--- src/hw/tmz_pkg.sv ---
// Constants and types shared by the timer0 counter unit.
// Assumes a single core clock and byte-wide register access strobes.
package tmz_pkg;
  localparam int unsigned CNT_W      = 8;
  localparam int unsigned PRE_W      = 15;
  localparam int unsigned SEL_W      = 4;
  localparam int unsigned SRC_N      = 8;
  // First control register layout
  localparam int unsigned C0_EN_BIT   = 7;
  localparam int unsigned C0_OUT_BIT  = 5;
  localparam int unsigned C0_WIDE_BIT = 4;
  localparam int unsigned C0_PS_LSB   = 0;
  // Second control register layout
  localparam int unsigned C1_CS_LSB    = 5;
  localparam int unsigned C1_ASYNC_BIT = 4;
  localparam int unsigned C1_CK_LSB    = 0;
  // Reset values and count constants
  localparam logic [7:0]  RST_BYTE   = 8'h00;
  localparam logic [PRE_W-1:0] PRE_ZERO = 15'h0000;
  localparam logic [SEL_W-1:0] SEL_ZERO = 4'h0;
  localparam logic [15:0] CNT16_ALL1 = 16'hffff;
  localparam logic [15:0] CNT16_ONE  = 16'h0001;
  localparam logic [PRE_W-1:0] PRE_ONE = 15'h0001;
  localparam logic [SEL_W-1:0] SEL_ONE = 4'h1;

  typedef struct packed {
    logic             en;
    logic             wide;
    logic [SEL_W-1:0] outps;
    logic [2:0]       cs;
    logic             async_sel;
    logic [SEL_W-1:0] ckps;
  } tmz_ctrl_t;
endpackage

--- src/hw/tmz_timer0.sv ---
// Timer0 counter unit: 8-bit period timer or 16-bit free-running counter.
// Assumes all inputs are synchronous to I_CORE_CLK and register strobes are one-cycle pulses.
`timescale 1ns/100ps

// What this block does
// - Width select picks 8-bit or 16-bit counting
// - Counter advances on each prescaled source edge
// - 8-bit mode compares low count to period copy
// - Match clears low count, reloads period copy
// - 16-bit low read latches counter high byte
// - High write buffers; 16-bit low write loads both bytes
// - 16-bit counter wraps to zero past all-ones
// - No automatic reload in 16-bit mode
// - Clock source chosen by source select field
// - Sync mode resynchronises prescaled clock to core
// - Sync mode counter stops during sleep
// - Async mode counts on edges, also during sleep
// - Sixteen prescale ratios, 1:1 up to 1:32768
// - Prescaler count hidden from software
// - Prescaler clears on low or control writes, reset
// - Output toggles per postscaled event; period zero high
// - Postscaler divides by select plus one, same clears
// - Flag sets on each toggle, enables interrupt, wakes only in async mode during sleep
// - Counter runs only while enable bit set
module tmz_timer0
  import tmz_pkg::*;
#(
  parameter int unsigned P_PRE_W = PRE_W
) (
  // Clock and reset
  input  wire logic             I_CORE_CLK,
  input  wire logic             I_RST,
  // Clock sources and power state
  input  wire logic [SRC_N-1:0] I_CLK_SRC,
  input  wire logic             I_SLEEP,
  // Register access
  input  wire logic [7:0]       I_WDATA,
  input  wire logic             I_WR_LOW,
  input  wire logic             I_WR_HIGH,
  input  wire logic             I_WR_CON0,
  input  wire logic             I_WR_CON1,
  input  wire logic             I_RD_LOW,
  // Interrupt control
  input  wire logic             I_INT_ENABLE,
  input  wire logic             I_FLAG_CLR,
  // Register readback
  output logic [7:0]            O_COUNT_LOW,
  output logic [7:0]            O_COUNT_HIGH_OR_PERIOD,
  output logic [7:0]            O_CON0,
  output logic [7:0]            O_CON1,
  // Timer events
  output logic                  O_TIMER_OUTPUT,
  output logic                  O_TIMER_INTERRUPT_FLAG,
  output logic                  O_IRQ,
  output logic                  O_WAKE
);

  tmz_ctrl_t         ctrl, next_ctrl;
  logic [7:0]        cnt_low, next_cnt_low;
  logic [7:0]        cnt_high, next_cnt_high;
  logic [7:0]        high_reg, next_high_reg;
  logic [7:0]        period_buf, next_period_buf;
  logic [P_PRE_W-1:0] pre_cnt, next_pre_cnt;
  logic [SEL_W-1:0]  post_cnt, next_post_cnt;
  logic              src_q, next_src_q, src_d, next_src_d;
  logic              sync_q, next_sync_q, sync_d, next_sync_d;
  logic              tout, next_tout;
  logic              flag, next_flag;
  logic              irq, next_irq;
  logic              wake, next_wake;

  logic              src_edge;
  logic              pre_tick;
  logic              sync_edge;
  logic              tick;
  logic              ev8, ev16, ev;
  logic              post_hit;
  logic              ctrl_wr;
  logic [P_PRE_W-1:0] pre_mask;
  logic [15:0]       cnt16, cnt16_inc;

  assign ctrl_wr = I_WR_CON0 | I_WR_CON1;
  assign cnt16   = {cnt_high, cnt_low};
  assign cnt16_inc = cnt16 + CNT16_ONE;
  // Division by two to the power n; bits above the counter width are dropped
  assign pre_mask = P_PRE_W'((PRE_ONE << ctrl.ckps) - PRE_ONE);
  assign src_edge = src_q & ~src_d;
  assign pre_tick = src_edge & ((pre_cnt & pre_mask) == pre_mask);
  assign sync_edge = sync_q & ~sync_d;
  // Async counts directly on the prescaled edge; sync goes through the core stage
  assign tick = ctrl.en & (ctrl.async_sel ? pre_tick : (sync_edge & ~I_SLEEP));
  assign ev8  = tick & ~ctrl.wide & (cnt_low == period_buf);
  assign ev16 = tick & ctrl.wide & (cnt16 == CNT16_ALL1);
  assign ev   = ev8 | ev16;
  assign post_hit = ev & (post_cnt == ctrl.outps);

  always_comb begin
    next_ctrl       = ctrl;
    next_cnt_low    = cnt_low;
    next_cnt_high   = cnt_high;
    next_high_reg   = high_reg;
    next_period_buf = period_buf;
    next_pre_cnt    = pre_cnt;
    next_post_cnt   = post_cnt;
    next_tout       = tout;
    next_flag       = flag;
    // Source selection and edge staging
    next_src_q  = I_CLK_SRC[ctrl.cs];
    next_src_d  = src_q;
    next_sync_q = pre_tick & ctrl.en;
    next_sync_d = sync_q;
    if (ctrl.en && src_edge) begin
      next_pre_cnt = pre_cnt + PRE_ONE;
    end
    // Counting
    if (tick) begin
      if (ctrl.wide) begin
        next_cnt_low  = cnt16_inc[7:0];
        next_cnt_high = cnt16_inc[15:8];
      end else if (cnt_low == period_buf) begin
        next_cnt_low    = RST_BYTE;
        next_period_buf = high_reg;
      end else begin
        next_cnt_low = cnt_low + 8'h01;
      end
    end
    // Postscaler, output and flag
    if (ev) begin
      next_post_cnt = post_hit ? SEL_ZERO : post_cnt + SEL_ONE;
    end
    if (post_hit) begin
      next_tout = (ev8 && period_buf == RST_BYTE) ? 1'b1 : ~tout;
    end
    if (I_FLAG_CLR) begin
      next_flag = 1'b0;
    end
    if (post_hit) begin
      next_flag = 1'b1;
    end
    // Register accesses
    if (I_RD_LOW && ctrl.wide) begin
      next_high_reg = cnt_high;
    end
    if (I_WR_HIGH) begin
      next_high_reg = I_WDATA;
    end
    if (I_WR_LOW) begin
      next_cnt_low = I_WDATA;
      if (ctrl.wide) begin
        next_cnt_high = high_reg;
      end
    end
    if (I_WR_CON0) begin
      next_ctrl.en    = I_WDATA[C0_EN_BIT];
      next_ctrl.wide  = I_WDATA[C0_WIDE_BIT];
      next_ctrl.outps = I_WDATA[C0_PS_LSB +: SEL_W];
    end
    if (I_WR_CON1) begin
      next_ctrl.cs        = I_WDATA[C1_CS_LSB +: 3];
      next_ctrl.async_sel = I_WDATA[C1_ASYNC_BIT];
      next_ctrl.ckps      = I_WDATA[C1_CK_LSB +: SEL_W];
    end
    if (I_WR_LOW || ctrl_wr) begin
      next_pre_cnt  = PRE_ZERO;
      next_post_cnt = SEL_ZERO;
    end
    next_irq  = next_flag & I_INT_ENABLE;
    next_wake = next_flag & I_INT_ENABLE & I_SLEEP & ctrl.async_sel;
  end

  always_ff @(posedge I_CORE_CLK) begin
    if (I_RST) begin
      ctrl       <= '0;
      cnt_low    <= RST_BYTE;
      cnt_high   <= RST_BYTE;
      high_reg   <= RST_BYTE;
      period_buf <= RST_BYTE;
      pre_cnt    <= '0;
      post_cnt   <= SEL_ZERO;
      src_q      <= 1'b0;
      src_d      <= 1'b0;
      sync_q     <= 1'b0;
      sync_d     <= 1'b0;
      tout       <= 1'b0;
      flag       <= 1'b0;
      irq        <= 1'b0;
      wake       <= 1'b0;
    end else begin
      ctrl       <= next_ctrl;
      cnt_low    <= next_cnt_low;
      cnt_high   <= next_cnt_high;
      high_reg   <= next_high_reg;
      period_buf <= next_period_buf;
      pre_cnt    <= next_pre_cnt;
      post_cnt   <= next_post_cnt;
      src_q      <= next_src_q;
      src_d      <= next_src_d;
      sync_q     <= next_sync_q;
      sync_d     <= next_sync_d;
      tout       <= next_tout;
      flag       <= next_flag;
      irq        <= next_irq;
      wake       <= next_wake;
    end
  end

  // Readback; prescaler and postscaler counts have no path out
  assign O_COUNT_LOW            = cnt_low;
  assign O_COUNT_HIGH_OR_PERIOD = high_reg;
  assign O_CON0 = {ctrl.en, 1'b0, tout, ctrl.wide, ctrl.outps};
  assign O_CON1 = {ctrl.cs, ctrl.async_sel, ctrl.ckps};
  assign O_TIMER_OUTPUT         = tout;
  assign O_TIMER_INTERRUPT_FLAG = flag;
  assign O_IRQ                  = irq;
  assign O_WAKE                 = wake;
endmodule

--- config.mk ---
export PLATFORM = sky130hd
export DESIGN_NAME = tmz_timer0
export DESIGN_NICKNAME = d
export VERILOG_FILES = /design/src/hw/tmz_pkg.sv /design/src/hw/tmz_timer0.sv
export SDC_FILE = /design/constraint.sdc
export NUM_CORES = 1
export LEC_CHECK = 0
export ABC_AREA = 1
export ABC_CLOCK_PERIOD_IN_PS = 3900
export BUFFER_PORTS_ARGS = -buffer_cell sky130_fd_sc_hd__clkbuf_2
export CAP_MARGIN = 30
export CORE_AREA = 8 8 94 96
export CTS_BUF_LIST = sky130_fd_sc_hd__clkbuf_8
export DETAILED_ROUTE_END_ITERATION = 10
export DIE_AREA = 0 0 102 104
export PLACE_DENSITY_LB_ADDON = 0.12
export SYNTH_ARGS = -nofsm -noshare
export SYNTH_HDL_FRONTEND = slang
export SYNTH_SLANG_ARGS = --single-unit
--- constraint.sdc ---
create_clock -name I_CORE_CLK -period 3.9 [get_ports I_CORE_CLK]
set_clock_uncertainty 0.2 [all_clocks]
set_input_delay 0.78 -clock I_CORE_CLK [delete_from_list [all_inputs] [get_ports I_CORE_CLK]]
set_output_delay 0.78 -clock I_CORE_CLK [all_outputs]
set_load 0.01 [all_outputs]
== After elaboration in Yosys (flattened, before gate mapping) ==
Index checks and enable logic that the tools add are counted.
Word-level totals
  bits of input ports: 26
  memories kept: 0
  bits in read-only memories: 0
  latch bits: 0
  flip-flop bits (word level): 73
  RAM bits: 0
  logic and storage cells: 79
  output and inout port bits: 36
Operators by class
  mux-type cells: 17
  div/mod/pow operators: 0
  order comparisons: 1
  add/subtract/negate cells: 5
  $mul: 0
  equal/unequal tests: 4
  bitwise logic cells: 22
  shift operators: 1
  reductions and logical operators: 9
Operators by type and width (count)
  2-to-1 mux 8 bit: 10
  adder 16 x 1 -> 16 bit, second input constant: 1
  == test 16 bit, second input constant: 1
  adder 15 x 1 -> 15 bit, second input constant: 1
  AND 15 bit: 1
  == test 15 bit: 1
  << shifter 1 x 4 -> 15 bit, first input constant: 1
  subtractor 15 x 1 -> 15 bit, second input constant: 1
  AND 1 bit: 14
  adder 8 x 1 -> 8 bit, second input constant: 1
  == test 8 bit: 1
  logical NOT 8 bit: 1
  2-to-1 mux 1 bit: 5
  inverter 1 bit: 5
  adder 4 x 1 -> 4 bit, second input constant: 1
  == test 4 bit: 1
  less-than comparator 3 x 4 -> 1 bit, second input constant: 1
  2-to-1 mux 4 bit: 1
  nonzero test 2 bit: 2
  binary-select mux 1 bit (select 3 bit): 1
  logical AND 1 bit: 3
  AND reduction 3 bit: 1
  OR 1 bit: 2
  OR reduction 2 bit: 1
  logical OR 1 bit: 1

== Logic depth before layout (Yosys ltp) ==
  word-level depth: 15
  mapped depth: 17
  mapped depth without buffers: 16

== Least setup slack after synthesis ==
OpenSTA, ideal clock, no wires.
  path type: register to register
  start point: register ctrl, in the netlist O_CON1[1]
  end point: register post_cnt[2]
  library setup time: 123 ps
  period minus slack after synthesis: 2498 ps
  setup slack: 1402 ps
  path buffers: 3
  arrival time: 2175 ps
  stages on the path, launching flop included: 16
  data required time: 3577 ps
  path through: dfxtp_1 -> buf_6 -> nor2_1 -> nand2_1 -> ha_1 -> nor2_1 -> nor3_1 -> nand3_1 -> nor2_1 -> nand2_1 -> o21bai_4 -> nand3_2 -> buf_6 -> buf_8 -> nand3_1 -> a21oi_1
On the way
  word-level cells in the longest chain between the ends: 12
  elaborated cells on any way between the ends: 14
  classes of those cells: add/sub: 1; eq/ne: 1; shift: 1; mux: 2; bitwise: 9
RTL lines
  start, declared: line tmz_timer0.sv:58  | tmz_ctrl_t ctrl, next_ctrl;
  start signal, assigned: line tmz_timer0.sv:189  | ctrl <= next_ctrl;
  << shifter 1 x 4 -> 15 bit *: line tmz_timer0.sv:86  | assign pre_mask = P_PRE_W'((PRE_ONE << ctrl.ckps) - PRE_ONE);
  subtractor 15 x 1 -> 15 bit *: line tmz_timer0.sv:86
  AND 15 bit: line tmz_timer0.sv:88  | assign pre_tick = src_edge & ((pre_cnt & pre_mask) == pre_mask);
  == test 15 bit *: line tmz_timer0.sv:88
  AND 1 bit *: line tmz_timer0.sv:88
  2-to-1 mux 1 bit *: line tmz_timer0.sv:91  | assign tick = ctrl.en & (ctrl.async_sel ? pre_tick : (sync_edge & ~I_SLEEP));
  AND 1 bit *: line tmz_timer0.sv:91
  AND 1 bit (on tied branches) (2 in a row): line tmz_timer0.sv:92, tmz_timer0.sv:93
  OR 1 bit *: line tmz_timer0.sv:94  | assign ev = ev8 | ev16;
  AND 1 bit: line tmz_timer0.sv:95  | assign post_hit = ev & (post_cnt == ctrl.outps);
  2-to-1 mux 4 bit: line tmz_timer0.sv:129  | next_post_cnt = post_hit ? SEL_ZERO : post_cnt + SEL_ONE;
  end signal, assigned: line tmz_timer0.sv:195  | post_cnt <= next_post_cnt;
  end, declared: line tmz_timer0.sv:64  | logic [SEL_W-1:0] post_cnt, next_post_cnt;
Mark *: on every way between the ends. The rest lies on a longest branch, timed or not.
A chain may end at the register's enable or synchronous reset.

== Final worst setup path ==
  start point: register ctrl, in the netlist O_CON1[2]
  end point: register wake (netlist: O_WAKE)
On the way
  word-level cells in the longest chain between the ends: 15
  elaborated cells on any way between the ends: 17
  classes of those cells: add/sub: 1; eq/ne: 1; shift: 1; mux: 2; bitwise: 12
RTL lines
  << shifter 1 x 4 -> 15 bit *: line tmz_timer0.sv:86
  subtractor 15 x 1 -> 15 bit *: line tmz_timer0.sv:86
  AND 15 bit: line tmz_timer0.sv:88
  == test 15 bit *: line tmz_timer0.sv:88
  AND 1 bit *: line tmz_timer0.sv:88
  2-to-1 mux 1 bit *: line tmz_timer0.sv:91
  AND 1 bit *: line tmz_timer0.sv:91
  AND 1 bit (on tied branches) (2 in a row): line tmz_timer0.sv:92, tmz_timer0.sv:93
  OR 1 bit *: line tmz_timer0.sv:94
  AND 1 bit *: line tmz_timer0.sv:95
  2-to-1 mux 1 bit *: line tmz_timer0.sv:137  | if (post_hit) begin
  AND 1 bit * (3 in a row): line tmz_timer0.sv:168  | next_wake = next_flag & I_INT_ENABLE & I_SLEEP & ctrl.async_sel;
  end signal, assigned: line tmz_timer0.sv:203  | wake <= next_wake;
  end, declared: line tmz_timer0.sv:70  | logic wake, next_wake;
Marked as above.

==> flow_metrics.env <==
export IMPL_status="completed"
export IMPL_cpMostUsedCell="nand2_1"
export IMPL_synthesis_area_per_instance_um2=6.726
export IMPL_drt_wirelength_per_cell_um=15.44
export IMPL_max_stage_delay_ns=0.39
export IMPL_synthTopCellsByArea="dfxtp_1 37%, nand2_1 11%, a21oi_1 8.3%"
export IMPL_min_delay_start="next_sync_d"
export IMPL_crit_buf_inv=0
export IMPL_clock_latency_ns=0.36
export IMPL_grt_ovfl_total=0
export IMPL_ir_worst_vdd_v=0.0001818
export IMPL_required_ns=4.00
export IMPL_crit_start="O_CON1[2]"
export IMPL_synthesis_nets=616
export IMPL_floorplan_die_height_um=104
export IMPL_detail_route_antenna_nets=0
export IMPL_initial_core_util_pct=52.92
export IMPL_grt_max_degree=33
export IMPL_die_w_um=102
export IMPL_cp_end_kind="flip-flop"
export IMPL_fin_crit_sh_pct=76.99
export IMPL_max_cap_violations=0
export IMPL_io_pins=62
export IMPL_synth_seq_cells=73
export IMPL_clock_sinks=73
export IMPL_cp_slowest_cell="dfxtp_1"
export IMPL_root_buffer="clkbuf_8"
export IMPL_grt_pass1_wl_um=19040
export IMPL_hold_class="reg2reg"
export IMPL_post_route_min_period_ns=3.003
export IMPL_die_area_um2=10610
export IMPL_synthDominantCellAreaShare_pct=37.08
export IMPL_reg2reg_from="O_CON1[2]"
export IMPL_grt_use_total_pct=22.58
export IMPL_cts_path_max_buffers=2
export IMPL_dp_slack_ns=0.9517
export IMPL_syn_inst=586
export IMPL_cts_tree="done"
export IMPL_fin_tns_setup_ns=0
export IMPL_cts_resized=0
export IMPL_synthTopCellsByCount="112 x nand2_1, 73 x dfxtp_1, 70 x inv_1"
export IMPL_place_gp_congestion=0.9270
export IMPL_place_hpwl_um=8518
export IMPL_yosys_warnings=0
export IMPL_critPathKind="reg2reg"
export IMPL_cp_arrival_ns=3.10
export IMPL_fin_nets=668
export IMPL_vias=4092
export IMPL_drtIter0Drc=251
export IMPL_startpoint_type="flip-flop"
export IMPL_vias_per_cell=5.493
export IMPL_coreArea_um2=7447
export IMPL_wirelength_um=11500
export IMPL_rows=32
export IMPL_path_clk_slew_ns=0.08
export IMPL_final_max_slew_viol_count=0
export IMPL_area_growth_pct=13.49
export IMPL_yosysTopAreaCell="dfxtp_1"
export IMPL_power_total_mw=1.648
export IMPL_static_leakage_power_nw=1.854
export IMPL_hold_viol=0
export IMPL_port_buffers=60
export IMPL_diodes=0
export IMPL_ys_seq_area_share_pct=37.08
export IMPL_rsz0062_at_grt="no"
export IMPL_cts_setup_buffers=0
export IMPL_ctsHoldBuffers=0
export IMPL_synthMostInstantiatedCell="nand2_1"
export IMPL_setup_violations=0
export IMPL_synth_edf_count=0
export IMPL_synth_ff_type="dfxtp_1"
export IMPL_drc=0
export IMPL_crit_family="simple AND/OR/NAND/NOR gates"
export IMPL_ys_types=41
export IMPL_mappedNetlistArea_um2=3941
export IMPL_cts_made_buffers=9
export IMPL_setup_ws_ns=0.8975
export IMPL_crit_path_max_fanout=20
export IMPL_grt_pass1_vias=3863
export IMPL_power_density_nw_per_um2=368.5
export IMPL_max_freq_mhz=333.1
export IMPL_drt_pass1_iterations=5
export IMPL_antenna_found_initial=0
export IMPL_h_tree_depth=3
export IMPL_worst_slew_pin_slew_ns=0.8616
export IMPL_synth_async_sr_flop_share_pct=0
export IMPL_slew_headroom_pct=42.50
export IMPL_drive_gt1_share_pct=15.71
export IMPL_crit_path_cell_trace="nor2_2 -> nand2_1 -> ha_1 -> nor2_1 -> nor3_1 -> nand3_1 -> nor2_1 -> nand2_1 -> o21bai_4 -> nand3_2 -> nand2_2 -> nand2_2 -> nand2_1 -> nand2_1 -> nor2_2"
-- final cells by class --
class                      count  area, um2
clock buffer                  11      151.4
tap                          102      127.6
multi-input combinational    419       2090
inverter                      73      274.0
fill                         743       2974
clock inverter                 5      53.80
sequential                    73       1461
timing repair buffer          62      315.3
-- worst register-to-register path: stages (launching register included) --
cell and delay [ns]:
dfxtp_1 0.39, nor2_2 0.27, nand2_1 0.12, ha_1 0.30, nor2_1 0.04, nor3_1 0.20
nand3_1 0.11, nor2_1 0.12, nand2_1 0.11, o21bai_4 0.20, nand3_2 0.32, nand2_2 0.24
nand2_2 0.09, nand2_1 0.09, nand2_1 0.08, nor2_2 0.07
-- per-stage QoR --
stage	cell area [um2]	utilization, %	hold slack [ns]	std cells
global placement	4268	57.31	0.2163	729
detailed placement	4268	57.31	0.2200	729
global route	4473	60.06	0.2431	745
CTS	4473	60.06	0.2303	745
floorplan	3941	-	0.2107	586
finish	4473	60.06	0.2292	745
-- power breakdown --
group	internal, mW	leakage, nW	switching [mW]
logic	0.0762	1.15	0.140
clock network	0.328	0.109	0.292
registers	0.771	0.596	0.0410
-- routing by layer --
metal | vias to the layer above | track usage [%] | wire length (um)
met5 | - | 0 | 0
met1 | 1882 | 30.51 | 5338
met4 | 0 | 7.240 | 180
met2 | 155 | 34.05 | 5049
met3 | 16 | 5.489 | 932
li1 | 2039 | - | -
-- cell families after synthesis --
| kind of cell | Yosys count | synth area share (%) |
|---|---|---|
| AOI/OAI and AO/OA | 139 | 19.08 |
| xor gates and xnor gates | 12 | 2.667 |
| adders and majority gates | 4 | 1.270 |
| buffers and inverters | 94 | 9.904 |
| DFF | 73 | 37.08 |
| other | 1 | 0.09515 |
| and+or+nand+nor | 263 | 29.90 |
-- worst paths after layout --
| check | endpoint | slack (ns) | cells after the start |
|---|---|---|---|
| setup / recovery | O_WAKE | 0.90 | 15 |
| hold reg to reg | sync_d | 0.23 | 2 |
| setup reg to reg | O_WAKE | 0.90 | 15 |
| hold / removal | sync_d | 0.23 | 2 |
-- placed cells by master (no fill, tap or decap), types with 4 or more instances in the layout --
| cell | n |
|---|---|
| a31oi_1 | 11 |
| xor2_1 | 8 |
| clkbuf_8 | 11 |
| o21ai_0 | 49 |
| ha_1 | 4 |
| nor2_2 | 7 |
| nand3_1 | 38 |
| nor4_1 | 5 |
| dfxtp_1 | 73 |
| a21oi_1 | 65 |
| nor3_1 | 12 |
| nand2_1 | 112 |
| inv_1 | 70 |
| nand4_1 | 9 |
| o22ai_1 | 4 |
| clkbuf_2 | 60 |
| nor2_1 | 66 |
| xnor2_1 | 4 |
Note: power is estimated with default switching activity, not from simulation.
